==> src/strap_ctrl_pkg.sv <==
// constants of the processor strap and memory-subsystem control bank
// assumes an APB master on the core clock and straps steady around hard reset
// What this block does
// - bus mode field holds inverted straps during reset
// - mode 00 legacy, 10 split transaction
// - address-bus-driven flag from inverted first strap
// - processor index from inverted second strap
// - index reads 1 when strap asserted
// - queue depth code: 0->8, 1->16, n->n
// - bit 7 disables external interventions
// - bit 12 enables cache turnaround delay
// - count codes give 2 to 5 cycles
// - extended codes give 6 to 9 cycles
// - extension bit exists only on capable variant
// - five straps pick core ratio 2x-9.5x
// - strap codes decode to listed multipliers
// - bus at most 133 MHz, parity checked
// - split transaction flag set only in bus mode 10
// - version code in upper 16 bits
package strap_ctrl_pkg;
	localparam logic [11:0] MSC_OFS        = 12'h000;
	localparam logic [11:0] VER_OFS        = 12'h004;
	localparam logic [11:0] STAT_OFS       = 12'h008;

	localparam int          QD_LSB         = 3;
	localparam int          INTV_DIS_BIT   = 7;
	localparam int          TCEXT_BIT      = 10;
	localparam int          ADDR_DRV_BIT   = 11;
	localparam int          TCEN_BIT       = 12;
	localparam int          TC_LSB         = 13;
	localparam int          MODE_LSB       = 16;
	localparam int          INDEX_BIT      = 26;
	localparam int          VER_LSB        = 16;

	localparam int          ST_RATIO_LSB   = 0;
	localparam int          ST_RATIO_OK    = 6;
	localparam int          ST_SPLIT_OK    = 7;
	localparam int          ST_APAR_ERR    = 8;
	localparam int          ST_DPAR_ERR    = 9;
	localparam int          ST_STRAP_LSB   = 16;

	localparam logic [2:0]  QD_RST         = 3'h0;
	localparam logic [1:0]  TC_RST         = 2'h0;
	localparam logic [1:0]  MODE_LEGACY    = 2'h0;
	localparam logic [1:0]  MODE_SPLIT     = 2'h2;

	localparam logic [4:0]  QD_DEPTH_C0    = 5'h08;
	localparam logic [4:0]  QD_DEPTH_C1    = 5'h10;
	localparam logic [3:0]  TA_BASE        = 4'h2;
	localparam logic [3:0]  TA_EXT_BASE    = 4'h6;

	localparam int          BUS_MAX_MHZ    = 133;
	localparam int          RATIO_MIN_X2   = 4;
	localparam int          RATIO_MAX_X2   = 32;
endpackage

==> src/strap_ctrl.sv <==
// processor strap capture, memory-subsystem control and version bank on APB
// assumes straps and parity inputs synchronous to core_clk; rst_n async low
//
// Local design decisions: the register addresses and register access over APB.
`timescale 1ns/1ns
module strap_ctrl #(
	parameter logic [15:0] VERSION_CODE = 16'h5A5A, // arbitrary value
	parameter logic [15:0] REVISION     = 16'h0001, // arbitrary value
	parameter int          HAS_TC_EXT   = 1,
	parameter int          BUS_MHZ      = 133
) (
	input  wire  logic        core_clk,
	input  wire  logic        rst_n,
	input  wire  logic        psel,
	input  wire  logic        penable,
	input  wire  logic        pwrite,
	input  wire  logic [11:0] paddr,
	input  wire  logic [31:0] pwdata,
	output logic        [31:0] prdata,
	output logic               pready,
	output logic               pslverr,
	input  wire  logic        hard_reset_n,
	input  wire  logic [1:0]  bus_protocol_strap,
	input  wire  logic [4:0]  pll_cfg_strap,
	input  wire  logic        bus_par_chk,
	input  wire  logic [31:0] bus_addr,
	input  wire  logic [3:0]  bus_addr_par,
	input  wire  logic [63:0] bus_data,
	input  wire  logic [7:0]  bus_data_par,
	output logic        [1:0] bus_mode,
	output logic               split_transaction_protocol,
	output logic               addr_bus_driven_flag,
	output logic               processor_index,
	output logic        [4:0] data_txn_queue_depth,
	output logic               intervention_disable,
	output logic               turnaround_enable,
	output logic        [3:0] turnaround_cycles,
	output logic        [5:0] core_ratio_x2,
	output logic               core_ratio_valid,
	output logic        [3:0] addr_par_gen,
	output logic        [7:0] data_par_gen,
	output logic        [1:0] par_err
);

	if (HAS_TC_EXT != 0 && HAS_TC_EXT != 1)
		$error("HAS_TC_EXT must be 0 or 1");
	if (BUS_MHZ > strap_ctrl_pkg::BUS_MAX_MHZ || BUS_MHZ < 1)
		$error("bus clock above its limit");

	typedef struct packed {
		logic        pready;
		logic        pslverr;
		logic [31:0] prdata;
		logic        hr_prev;
		logic [1:0]  mode;
		logic [1:0]  strap_lvl;
		logic        addr_drv;
		logic        idx;
		logic [4:0]  pll;
		logic [2:0]  qd;
		logic        intv_dis;
		logic        tc_ext;
		logic        tc_en;
		logic [1:0]  tc;
		logic [4:0]  qd_depth;
		logic [3:0]  ta_cyc;
		logic [5:0]  ratio_x2;
		logic        ratio_ok;
		logic        split_ok;
		logic [1:0]  perr;
		logic [3:0]  apar;
		logic [7:0]  dpar;
	} state_t;

	state_t st_r;
	state_t st_nxt;

	logic [3:0] apar_calc;
	logic [7:0] dpar_calc;

	////////////////////////////////////////////////////////////////////////
	// odd parity per byte lane

	genvar gi;
	generate
		for (gi = 0; gi < 8; gi++) begin : g_par
			if (gi < 4) begin : g_a
				assign apar_calc[gi] = ~^bus_addr[gi*8 +: 8];
			end
			assign dpar_calc[gi] = ~^bus_data[gi*8 +: 8];
		end
	endgenerate

	////////////////////////////////////////////////////////////////////////
	// multiplier straps to twice the bus-to-core ratio

	function automatic logic [6:0] decode_pll(input logic [4:0] cfg);
		unique case (cfg)
			5'h08:   decode_pll = {1'b1, 6'h04};
			5'h10:   decode_pll = {1'b1, 6'h06};
			5'h14:   decode_pll = {1'b1, 6'h08};
			5'h16:   decode_pll = {1'b1, 6'h0A};
			5'h12:   decode_pll = {1'b1, 6'h0B};
			5'h1A:   decode_pll = {1'b1, 6'h0C};
			5'h0A:   decode_pll = {1'b1, 6'h0D};
			5'h04:   decode_pll = {1'b1, 6'h0E};
			5'h02:   decode_pll = {1'b1, 6'h0F};
			5'h18:   decode_pll = {1'b1, 6'h10};
			5'h0C:   decode_pll = {1'b1, 6'h11};
			5'h0F:   decode_pll = {1'b1, 6'h12};
			5'h0E:   decode_pll = {1'b1, 6'h13};
			default: decode_pll = {1'b0, 6'h00};
		endcase
	endfunction

	////////////////////////////////////////////////////////////////////////
	// next state

	logic        acc;
	logic        commit;
	logic        wr_msc;
	logic        wr_stat;
	logic        mapped;
	logic [31:0] rd_val;
	logic [6:0]  pll_dec;

	always_comb begin
		st_nxt = st_r;
		acc = psel && penable;
		commit = acc && st_r.pready;
		mapped = (paddr == strap_ctrl_pkg::MSC_OFS) || (paddr == strap_ctrl_pkg::VER_OFS) ||
			(paddr == strap_ctrl_pkg::STAT_OFS);
		wr_msc = commit && pwrite && (paddr == strap_ctrl_pkg::MSC_OFS);
		wr_stat = commit && pwrite && (paddr == strap_ctrl_pkg::STAT_OFS);
		rd_val = 32'h0000_0000;

		// straps: levels watched during hard reset, modes fixed at its release
		st_nxt.hr_prev = hard_reset_n;
		if (!hard_reset_n) begin
			st_nxt.mode = ~bus_protocol_strap;
			st_nxt.strap_lvl = bus_protocol_strap;
			st_nxt.pll = pll_cfg_strap;
		end
		if (hard_reset_n && !st_r.hr_prev) begin
			// straps are active low, so the asserted level reads as one
			st_nxt.addr_drv = ~bus_protocol_strap[0];
			st_nxt.idx = ~bus_protocol_strap[1];
		end

		// software fields; captured bits are not writable
		if (wr_msc) begin
			st_nxt.qd = pwdata[strap_ctrl_pkg::QD_LSB +: 3];
			st_nxt.intv_dis = pwdata[strap_ctrl_pkg::INTV_DIS_BIT];
			st_nxt.tc_ext = (HAS_TC_EXT == 1) ? pwdata[strap_ctrl_pkg::TCEXT_BIT] : 1'b0;
			st_nxt.tc_en = pwdata[strap_ctrl_pkg::TCEN_BIT];
			st_nxt.tc = pwdata[strap_ctrl_pkg::TC_LSB +: 2];
		end

		unique case (st_nxt.qd)
			3'h0:    st_nxt.qd_depth = strap_ctrl_pkg::QD_DEPTH_C0;
			3'h1:    st_nxt.qd_depth = strap_ctrl_pkg::QD_DEPTH_C1;
			default: st_nxt.qd_depth = {2'b00, st_nxt.qd};
		endcase
		if (!st_nxt.tc_en)
			st_nxt.ta_cyc = 4'h0;
		else if (st_nxt.tc_ext)
			st_nxt.ta_cyc = strap_ctrl_pkg::TA_EXT_BASE + {2'b00, st_nxt.tc};
		else
			st_nxt.ta_cyc = strap_ctrl_pkg::TA_BASE + {2'b00, st_nxt.tc};

		pll_dec = decode_pll(st_nxt.pll);
		st_nxt.ratio_ok = pll_dec[6];
		st_nxt.ratio_x2 = pll_dec[5:0];
		st_nxt.split_ok = (st_nxt.mode == strap_ctrl_pkg::MODE_SPLIT);

		// parity: generated every cycle, mismatches sticky; set beats clear
		st_nxt.apar = apar_calc;
		st_nxt.dpar = dpar_calc;
		if (wr_stat) begin
			if (pwdata[strap_ctrl_pkg::ST_APAR_ERR])
				st_nxt.perr[0] = 1'b0;
			if (pwdata[strap_ctrl_pkg::ST_DPAR_ERR])
				st_nxt.perr[1] = 1'b0;
		end
		if (bus_par_chk && (apar_calc != bus_addr_par))
			st_nxt.perr[0] = 1'b1;
		if (bus_par_chk && (dpar_calc != bus_data_par))
			st_nxt.perr[1] = 1'b1;

		// read mux; reserved bits, including 18-25 of the control register, read zero
		unique case (paddr)
			strap_ctrl_pkg::MSC_OFS: begin
				rd_val[strap_ctrl_pkg::QD_LSB +: 3] = st_r.qd;
				rd_val[strap_ctrl_pkg::INTV_DIS_BIT] = st_r.intv_dis;
				rd_val[strap_ctrl_pkg::TCEXT_BIT] = st_r.tc_ext;
				rd_val[strap_ctrl_pkg::ADDR_DRV_BIT] = st_r.addr_drv;
				rd_val[strap_ctrl_pkg::TCEN_BIT] = st_r.tc_en;
				rd_val[strap_ctrl_pkg::TC_LSB +: 2] = st_r.tc;
				rd_val[strap_ctrl_pkg::MODE_LSB +: 2] = st_r.mode;
				rd_val[strap_ctrl_pkg::INDEX_BIT] = st_r.idx;
			end
			strap_ctrl_pkg::VER_OFS: begin
				rd_val = {VERSION_CODE, REVISION};
			end
			strap_ctrl_pkg::STAT_OFS: begin
				rd_val[strap_ctrl_pkg::ST_RATIO_LSB +: 6] = st_r.ratio_x2;
				rd_val[strap_ctrl_pkg::ST_RATIO_OK] = st_r.ratio_ok;
				rd_val[strap_ctrl_pkg::ST_SPLIT_OK] = st_r.split_ok;
				rd_val[strap_ctrl_pkg::ST_APAR_ERR] = st_r.perr[0];
				rd_val[strap_ctrl_pkg::ST_DPAR_ERR] = st_r.perr[1];
				rd_val[strap_ctrl_pkg::ST_STRAP_LSB +: 5] = st_r.pll;
			end
			default: rd_val = 32'h0000_0000;
		endcase

		// one wait state: answer in the second access cycle
		st_nxt.pready = acc && !st_r.pready;
		if (acc && !st_r.pready) begin
			st_nxt.pslverr = !mapped;
			st_nxt.prdata = (pwrite || !mapped) ? 32'h0000_0000 : rd_val;
		end
	end

	always_ff @(posedge core_clk or negedge rst_n) begin
		if (!rst_n) begin
			st_r <= '0;
			st_r.hr_prev <= 1'b1;
			st_r.qd <= strap_ctrl_pkg::QD_RST;
			st_r.tc <= strap_ctrl_pkg::TC_RST;
			st_r.qd_depth <= strap_ctrl_pkg::QD_DEPTH_C0;
			st_r.mode <= strap_ctrl_pkg::MODE_LEGACY;
		end else begin
			st_r <= st_nxt;
		end
	end

	assign prdata = st_r.prdata;
	assign pready = st_r.pready;
	assign pslverr = st_r.pslverr;
	assign bus_mode = st_r.mode;
	assign split_transaction_protocol = st_r.split_ok;
	assign addr_bus_driven_flag = st_r.addr_drv;
	assign processor_index = st_r.idx;
	assign data_txn_queue_depth = st_r.qd_depth;
	assign intervention_disable = st_r.intv_dis;
	assign turnaround_enable = st_r.tc_en;
	assign turnaround_cycles = st_r.ta_cyc;
	assign core_ratio_x2 = st_r.ratio_x2;
	assign core_ratio_valid = st_r.ratio_ok;
	assign addr_par_gen = st_r.apar;
	assign data_par_gen = st_r.dpar;
	assign par_err = st_r.perr;

	////////////////////////////////////////////////////////////////////////
	// checks

	// sampled rst_n keeps an attempt off the edge that releases reset
	AST_MODE_CAPT: assert property (@(posedge core_clk) disable iff (!rst_n)
		(rst_n && !hard_reset_n) |=> bus_mode == ~$past(bus_protocol_strap))
		else $error("bus mode not the inverted strap");

	AST_MODE_RO: assert property (@(posedge core_clk) disable iff (!rst_n)
		(hard_reset_n && wr_msc) |=> (bus_mode == $past(bus_mode) &&
			processor_index == $past(processor_index)))
		else $error("strap field changed by write");

	AST_DRV_INDEX: assert property (@(posedge core_clk) disable iff (!rst_n)
		(hard_reset_n && !st_r.hr_prev) |=> (addr_bus_driven_flag == ~$past(bus_protocol_strap[0])
			&& processor_index == ~$past(bus_protocol_strap[1])))
		else $error("flag or index not captured at release");

	AST_QDEPTH: assert property (@(posedge core_clk) disable iff (!rst_n)
		wr_msc |=> data_txn_queue_depth == (($past(pwdata[5:3]) == 3'h0) ? 5'h08 :
			($past(pwdata[5:3]) == 3'h1) ? 5'h10 : {2'b00, $past(pwdata[5:3])}))
		else $error("queue depth wrong");

	AST_INTV_DIS: assert property (@(posedge core_clk) disable iff (!rst_n)
		wr_msc |=> intervention_disable == $past(pwdata[7]) ##1
			intervention_disable == $past(intervention_disable, 1) || $past(wr_msc))
		else $error("intervention disable not taken");

	AST_TA: assert property (@(posedge core_clk) disable iff (!rst_n)
		(wr_msc && pwdata[12] && !pwdata[10]) |=> turnaround_cycles ==
			4'h2 + {2'b00, $past(pwdata[14:13])})
		else $error("turnaround count wrong");

	AST_TA_OFF: assert property (@(posedge core_clk) disable iff (!rst_n)
		!turnaround_enable |-> turnaround_cycles == 4'h0)
		else $error("turnaround active while disabled");

	AST_RATIO: assert property (@(posedge core_clk) disable iff (!rst_n)
		core_ratio_valid |-> (core_ratio_x2 >= 6'h04 && core_ratio_x2 <= 6'h20))
		else $error("ratio outside range");

	AST_VERSION: assert property (@(posedge core_clk) disable iff (!rst_n)
		(acc && !pready && !pwrite && paddr == strap_ctrl_pkg::VER_OFS) |=>
			(pready && prdata[31:16] == VERSION_CODE))
		else $error("version read wrong");

	AST_PERR: assert property (@(posedge core_clk) disable iff (!rst_n)
		(bus_par_chk && apar_calc != bus_addr_par) |=> par_err[0] ##1 par_err[0] ||
			$past(wr_stat))
		else $error("address parity error lost");

	AST_SPLIT: assert property (@(posedge core_clk) disable iff (!rst_n)
		split_transaction_protocol == (bus_mode == 2'h2))
		else $error("protocol flag disagrees with bus mode");

	AST_TA_EXT: assert property (@(posedge core_clk) disable iff (!rst_n)
		(HAS_TC_EXT == 1 && wr_msc && pwdata[12] && pwdata[10]) |=>
			turnaround_cycles == 4'h6 + {2'b00, $past(pwdata[14:13])})
		else $error("extended turnaround count wrong");

	AST_TA_EN: assert property (@(posedge core_clk) disable iff (!rst_n)
		wr_msc |=> turnaround_enable == $past(pwdata[12]))
		else $error("turnaround enable not taken");

	AST_DRV_RO: assert property (@(posedge core_clk) disable iff (!rst_n)
		(hard_reset_n && st_r.hr_prev && wr_msc) |=>
			addr_bus_driven_flag == $past(addr_bus_driven_flag))
		else $error("address-driven flag changed by write");

	AST_DPERR: assert property (@(posedge core_clk) disable iff (!rst_n)
		(bus_par_chk && dpar_calc != bus_data_par) |=> par_err[1])
		else $error("data parity error lost");

	AST_PAR_GEN: assert property (@(posedge core_clk) disable iff (!rst_n)
		rst_n |=> (addr_par_gen[3] == ~^$past(bus_addr[31:24]) &&
			data_par_gen[7] == ~^$past(bus_data[63:56])))
		else $error("generated parity not odd");

	AST_RATIO_LOW: assert property (@(posedge core_clk) disable iff (!rst_n)
		(rst_n && !hard_reset_n && pll_cfg_strap == 5'h08) |=>
			(core_ratio_valid && core_ratio_x2 == 6'h04))
		else $error("lowest multiplier code misread");

	AST_RATIO_HIGH: assert property (@(posedge core_clk) disable iff (!rst_n)
		(rst_n && !hard_reset_n && pll_cfg_strap == 5'h0E) |=>
			(core_ratio_valid && core_ratio_x2 == 6'h13))
		else $error("highest multiplier code misread");

	AST_RATIO_BAD: assert property (@(posedge core_clk) disable iff (!rst_n)
		(rst_n && !hard_reset_n && pll_cfg_strap == 5'h00) |=> !core_ratio_valid)
		else $error("unlisted multiplier code taken as valid");

endmodule

==> config.mk <==
export PLATFORM = sky130hd
export DESIGN_NAME = strap_ctrl
export DESIGN_NICKNAME = d
export VERILOG_FILES = /design/src/strap_ctrl_pkg.sv /design/src/strap_ctrl.sv
export SDC_FILE = /design/constraint.sdc
export NUM_CORES = 1
export LEC_CHECK = 0
export BUFFER_PORTS_ARGS = -buffer_cell sky130_fd_sc_hd__buf_2
export CAP_MARGIN = 20
export CORE_ASPECT_RATIO = 1.5
export CORE_MARGIN = 1.5
export CORE_UTILIZATION = 45
export DETAILED_ROUTE_END_ITERATION = 10
export GPL_TIMING_DRIVEN = 0
export HOLD_SLACK_MARGIN = 0.1
export PLACE_DENSITY = 0.88
export SLEW_MARGIN = 20
export SYNTH_ARGS = -nofsm -noshare
export SYNTH_HDL_FRONTEND = slang
export SYNTH_SLANG_ARGS = --single-unit
export TNS_END_PERCENT = 30
==> constraint.sdc <==
create_clock -name core_clk -period 2.15 [get_ports core_clk]
set_input_delay 0.215 -clock core_clk [delete_from_list [all_inputs] [get_ports core_clk]]
set_output_delay 0.215 -clock core_clk [all_outputs]
set_load 0.05 [all_outputs]
Yosys cells after proc, flatten, opt, wreduce, memory -nomap -nowiden --
Memories as Yosys holds them, arrays and structs flattened. A register that Yosys moved wholly into a read port is not among the register bits. Index checks and enable logic that the tools add are counted.
Word-level totals: memories 1, bits in read-only memories 192, register bits 84, output and inout port bits 71
Operators by class: reduce and logical (&&, ||, !) cells 36, eq/ne operators 6, add/subtract/negate cells 2, bitwise operators 3, multiplexer cells 23
Memories:
- (name not given) | words 32, bits a word 6, read ports 1, clocked after Yosys merged registers in 1, wr ports 0, RTL line strap_ctrl.sv:98 | unique case (cfg)
Operators with widths (count):
- 8-bit XNOR reduction | 12
- 32-bit 2-to-1 mux | 1
- 3-bit one-hot mux with 2 select lines | 3
- 4-bit 2-to-1 mux | 4
- 5-bit 2-to-1 mux | 3
- 12-bit by 3-bit equality test with 1-bit output (second input constant) | 1
- 12-bit by 4-bit equality test with 1-bit output (second input constant) | 1
- 12-bit logical NOT | 1
- 5-bit one-hot mux with 2 select lines | 1
- 1-bit logical AND | 9
- 8-bit 2-to-1 mux | 1
- 8-bit != test | 1
- 2-bit nonzero test | 4
- 1-bit 2-to-1 mux | 6
- 2-bit one-hot mux with 3 select lines | 1
- 3-bit by 2-bit adder with 4-bit output (first input constant) | 1
- 1-bit logical NOT | 4
- 2-bit 2-to-1 mux | 2
- 4-bit != test | 1
- 2-bit AND reduction | 2
- 2-bit by 2-bit adder with 3-bit output (first input constant) | 1
- 3-bit by 1-bit equality test with 1-bit output (second input constant) | 1
- 3-bit logical NOT | 1
- 1-bit logical OR | 3
- other kinds (4) | 5

Logic depth before layout (Yosys ltp) --
Gate-level depths: netlist of run 1.
depth after elaboration 8, gate-level depth with buffers 7, gate-level depth less buffers 6

Worst setup path before layout of run 1 --
No wires, ideal clock.
kind input-to-reg, start input port paddr[5], end register st_r (netlist bit turnaround_cycles[2]), path slack -241 ps, arrival 2264 ps, stages on the path 7, required time 2023 ps, path through or4_1 or3_1 nor2_1 buf_2 mux2_2 ha_1 nor2b_1
RTL lines:
- start: declaration | RTL line strap_ctrl.sv:17 | input wire logic [11:0] paddr,
- end signal: assignment | RTL line strap_ctrl.sv:233 | st_r <= st_nxt;
- end: declaration | RTL line strap_ctrl.sv:75 | state_t st_r;

==> results of run 1 <==
==> layout make-up <==
class	count	area, um2	share of cell area
clock buffers	13	250	0.0435
repair buffers	214	1120	0.195
flip-flops and latches	72	1800	0.314
well taps	110	138	0.0239
clock inverters	3	17.5	0.00305
multi-input cells	236	1870	0.324
inverters	9	33.8	0.00587
plain buffers	71	520	0.0905
==> worst paths after layout <==
| path | slack (ps) | cells after the start | start | to |
|---|---|---|---|---|
| worst max-delay path | 40 | 8 | paddr[9] | turnaround_cycles[2] |
| worst min-delay path | 110 | 3 | bus_par_chk | par_err[1] |
| worst max register to register | 160 | 7 | pready | prdata[17] |
| worst min register to register | 500 | 2 | par_err[1] | par_err[1] |
| max in group asynchronous | 1230 | 3 | rst_n | st_r[50] |
| min in group asynchronous | 310 | 2 | rst_n | prdata[1] |
==> repair_timing <==
item                                    in CTS  in global routing
endpoints found under the setup margin       0                 19
resized for setup                            0                  4
setup buffers                                0                  2
hold buffers                                 4                  0
hold endpoints to repair                    24                  0
==> worst max-delay path: cells and delay by family <==
family | cells | cell delay, ps
mux | 1 | 330
fa+ha+maj | 1 | 230
buf+inv | 2 | 260
simple gates | 4 | 1280
==> state kept, by name (all words and copies together) (netlist names), 2 cells and up <==
| register | flops |
|---|---|
| prdata | 22 |
| data_par_gen | 8 |
| data_txn_queue_depth | 5 |
| turnaround_cycles | 4 |
| core_ratio_x2 | 5 |
| addr_par_gen | 4 |
| bus_mode | 2 |
| st_r | 12 |
| par_err | 2 |
==> layer usage <==
layer	track usage	up-vias
met5	0	-
met1	0.195	1628
li1	-	1683
met4	0.117	0
met3	0.0370	27
met2	0.432	187
==> cells by family after synthesis <==
group	share of synthesized area
muxes	0.0441
DFF	0.436
buffers and inverters	0.132
other	0.000906
adders and majority gates	0.00302
and+or+nand+nor	0.0768
xor gates and xnor gates	0.224
AOI/OAI and AO/OA	0.0838
==> power breakdown <==
group | internal, W | switching, W | total [W]
clock network | 0.000809 | 0.000532 | 0.00134
registers | 0.00149 | 0.0000517 | 0.00154
logic | 0.000631 | 0.000905 | 0.00154
==> metrics by stage <==
step                utilization  instance area, um2  cells  total power, W
global placement          0.606                5380    705         0.00305
finish                    0.648                5750    728         0.00442
CTS                       0.644                5720    726         0.00446
floorplan                     -                4210    388         0.00269
global route              0.648                5750    728         0.00463
detailed placement        0.609                5410    706         0.00310
==> cells in the final DEF (no fill, tap or decap), types with 3 or more instances in the layout <==
| cell | instances |
|---|---|
| clkbuf_16 | 9 |
| buf_4 | 67 |
| mux2_2 | 8 |
| xnor3_1 | 4 |
| buf_2 | 208 |
| clkbuf_1 | 7 |
| nand2_1 | 24 |
| nor2_1 | 9 |
| nand4_1 | 3 |
| a22oi_1 | 8 |
| nand3b_1 | 4 |
| nand2b_1 | 3 |
| inv_1 | 9 |
| dfrtp_1 | 70 |
| dlygate4sd3_1 | 4 |
| o21ai_0 | 17 |
| xnor2_1 | 88 |
| conb_1 | 7 |
| nand3_1 | 5 |
| a22o_1 | 14 |
| a21oi_1 | 6 |
| mux2i_1 | 6 |
| nor2b_1 | 3 |
==> flow_summary.toml, run 1 <==
[logic_synthesis]
yosysMostFrequentCell = "xnor2_1"
async_reset_ff_frac = 1.00
yosysWarnings = 0
ys_ff_latch = 72
synth_flop_cell = "dfrtp_1"
synth-edff-count = 0
synthCells = 382
synth_cell_types = 36
synth_area_leader_cell = "dfrtp_1"
synth_top_area_share = 0.423
synth_top_cells_by_count = "xnor2_1 (88), dfrtp_1 (70), buf_4 (64), nand2_1 (24), o21ai_0 (17)"
synthTopCellsByArea = "dfrtp_1 (42%), xnor2_1 (19%), buf_4 (12%)"
syn_area_per_cell_um2 = 10.8
yosysSeqAreaShare = 0.436
synth_area_um2 = 4140

[drt]
met2_length_mm = 6.00
wl_per_cell_um = 14.1
drt-initial-drc-count = 118
avgViaCountPerCell = 4.84
dr.pass1.iters = 4
drt-total-wl_mm = 10.3
ant_nets = 0
wl_met3_um = 688
m1WireLength_mm = 3.22
drc = 0
vias = 3525
routed.top_layer = "met4"

[clock_tree]
clkSlewWorstSetupHoldPaths_ps = 50
cts_root_buf = "clkbuf_16"
htree_levels = 3
cts_buffers = 9
insertion_delay_ps = 330
clock-sinks = 72
clockBufferDepth = 2
cts_tree = "built"

[die]
num_rows = 42
die_area_um2 = 9790
fp.dieH_um = 120
core-area_um2 = 8880
initial_core_util = 0.466
die_w_um = 81.3
ios = 237

[setup_path]
max_stage_delay_ps = 540
end_kind = "flip-flop"
critPathLaunchType = "input pin"
required_ps = 2360
critPathKind = "in2reg"
crit_chain = "buf_2 > or4_4 > or3_4 > nor2_4 > buf_8 > mux2_4 > ha_4 > nor2b_1"
arrival_ps = 2320
path_max_fanout = 10
slowest_stage = "or4_4"

[placed_design]
io_buffers = 207
place_ws_ps = -292
place_congestion = 0.862
hpwlAfterDp_mm = 8.66

[sta]
slew_viol_final = 0
worst_clock_skew_ps = 6.08
fmax_mhz = 474
fin_hold_ws_ps = 113
slew_headroom = 0.650
worst_slew_pin_slew_ps = 510
setup_viol = 0
hold_viol = 0
fin_tns_setup_ps = 0
period_minus_slack_ps = 2110
fin_crit_sh = 0.982
layout_setup_ws_ps = 39.1

[cells_and_area]
area_delta_synth_final_pct = 39.0
drive_gt1_frac = 0.505
final_nets = 780
fill_cells = 694
diodes = 0

[min_path]
hold_class = "in2reg"

[power_and_ir_drop]
p_leak_nw = 3.03
peakVddDrop_uv = 494
p_per_area_nw_per_um2 = 768

[grt]
grt_max_degree = 57
grt_usage = 0.218
grt_pass1_vias = 3627
globalRouteOverflowTotal = 0
grt_pass1_wl_mm = 15.9
antenna_found_initial = 0

[status]
status = "complete, no violations"

[job]
drv_cap = 0
No activity file was read; power rests on OpenSTA's default activity.
==> run 2: changes to the inputs <==
--- a/config.mk
+++ b/config.mk
@@ -14,6 +14,7 @@
 export GPL_TIMING_DRIVEN = 0
 export HOLD_SLACK_MARGIN = 0.1
 export PLACE_DENSITY = 0.88
+export REMOVE_ABC_BUFFERS = 1
 export SLEW_MARGIN = 20
 export SYNTH_ARGS = -nofsm -noshare
 export SYNTH_HDL_FRONTEND = slang
==> run 2 against run 1 <==
Net effect: sequential cell count stayed put; sequential share of layout area is 3.0 points higher; core utilization is 5.6 points lower; clock power is 10% higher; critical path type unchanged; sequential power hardly changed; combinational power is 9.7% lower; die area stayed put; first-iteration DRC count is 9.3% higher; via count is 5.8% lower; highest routed layer unchanged; worst setup slack better by 13 ps; power is 0.25% lower; final area is 8.7% lower.
==> flow_summary.toml, run 2 (synthesized netlist as in run 1, its figures left out) <==
[cells_and_area]
final_util = 0.591
area_delta_synth_final_pct = 26.9
multi_input_comb_area_um2 = 1860
drive_gt1_frac = 0.446
final_nets = 712
seq_area_um2 = 1800
final_common_cell = "buf_2"
fill_cells = 719
diodes = 0
design_area_um2 = 5250
largest_reg_flops = 22
final_cell_mix = "buf_2 (206), xnor2_1 (87), dfrtp_1 (70), nand2_1 (24), o21ai_0 (17)"

[sta]
rsz0062_at_grt = "no"
hold_viol = 0
fmax_mhz = 477
fin_hold_ws_ps = 128
worst_slew_pin_slew_ps = 659
period_minus_slack_ps = 2100
slew_headroom = 0.548
worst_clock_skew_ps = 7.49
setup_viol = 0
slew_viol_final = 0
fin_tns_setup_ps = 0
fin_crit_sh = 0.976

[setup_path]
critPathKind = "in2reg"
path_max_fanout = 4
arrival_ps = 2300
end_kind = "flip-flop"
required_ps = 2350
reg2reg_setup_slack_ps = 190
critPathLaunchType = "input pin"

[grt]
antenna_found_initial = 0
grt_max_degree = 38
grt_usage = 0.221
globalRouteOverflowTotal = 0
grt_pass1_wl_mm = 16.0
grt_pass1_vias = 3374

[placed_design]
placed_area_um2 = 4850
place_congestion = 0.864
io_buffers = 207
hpwlAfterDp_mm = 7.83

[clock_tree]
cts_root_buf = "clkbuf_16"
insertion_delay_ps = 330
htree_levels = 3
clock-sinks = 72
clockBufferDepth = 2
clkSlewWorstSetupHoldPaths_ps = 60
cts_tree = "built"
cts_buffers = 9

[power_and_ir_drop]
comb_power_share = 0.315
clockPowerShare = 0.336
switching_share = 0.341
switchingPower_w = 0.00150
intPower_w = 0.00291
p_per_area_nw_per_um2 = 839
power.total_w = 0.00441
p_leak_nw = 2.69
sequentialPowerShare = 0.349
peakVddDrop_uv = 489

[job]
drv_cap = 0

[drt]
avgViaCountPerCell = 5.04
ant_nets = 0
dr.pass1.iters = 4
drt-initial-drc-count = 129
wl_per_cell_um = 15.9
drt-total-wl_mm = 10.5
vias = 3319
drc = 0

[die]
die_w_um = 81.3
fp.dieH_um = 120
num_rows = 42
initial_core_util = 0.466
core-area_um2 = 8880
die_area_um2 = 9790
ios = 237

[status]
status = "complete, no violations"

[min_path]
hold_class = "in2reg"
run 2: cell types whose count changed in the layout (fill, tap and decap cells not counted), moves of 2 or more:
cell	previous run	this run
clkbuf_1	7	0
buf_2	208	206
nor2_4	1	3
buf_4	67	4
or4_4	2	0
or4_1	2	4
mux2_2	8	10
mux2_4	2	0
run 2: final timing paths:
kind | start | end | depth (start not counted)
setup / recovery | paddr[5] | turnaround_cycles[2] | 7
hold / removal | pwdata[7] | intervention_disable | 2
setup reg to reg | pready | prdata[17] | 6
hold reg to reg | prdata[5] | prdata[5] | 1
max in group asynchronous | rst_n | data_txn_queue_depth[3] | 3
min in group asynchronous | rst_n | core_ratio_valid | 2
run 2: timing repair:
item / CTS / global route
hold buffers: 4 / 0
gates resized for setup: 3 / 3
gates cloned: 2 / 0
pin swaps: 1 / 0
setup buffers: 3 / 0
endpoints found under the hold margin: 38 / 0
setup endpoints to repair: 34 / 2
run 2: per-layer routing:
| metal | global-route usage | routed length (um) | vias up |
|---|---|---|---|
| met5 | 0 | 0 | - |
| met4 | 0.108 | 227 | 0 |
| met3 | 0.0574 | 721 | 19 |
| met2 | 0.412 | 6020 | 188 |
| met1 | 0.216 | 3490 | 1577 |
| li1 | - | - | 1535 |
run 2: final cells by class:
type                            instances  share of cell area
Tap cell                              110              0.0262
Timing Repair Buffer                  215               0.214
Sequential cell                        72               0.344
Clock inverter                          5              0.0107
Inverter                                9             0.00643
Clock buffer                           10              0.0455
Multi-Input combinational cell        238               0.354
run 2: critical path: stages:
cell,delay (ps)
buf_2,100
or4_1,570
or3_4,450
nor2_4,170
mux2_2,370
ha_1,300
nor2b_1,130
run 2: stage by stage:
stage | cells | setup WS, ps
after floorplan | 317 | -694
after global placement | 634 | -1060
after detailed placement | 635 | -1040
after CTS | 659 | 12.1
after global routing | 659 | 3.77
final | 659 | 51.8
run 2: power by group through the flow:
stage,clock [W],combinational [W],sequential [W]
global placement,0,0.00134,0.00155
global route,0.00157,0.00148,0.00155
detailed placement,0,0.00138,0.00156
finish,0.00148,0.00139,0.00154
floorplan,0,0.000516,0.00200
CTS,0.00151,0.00140,0.00154
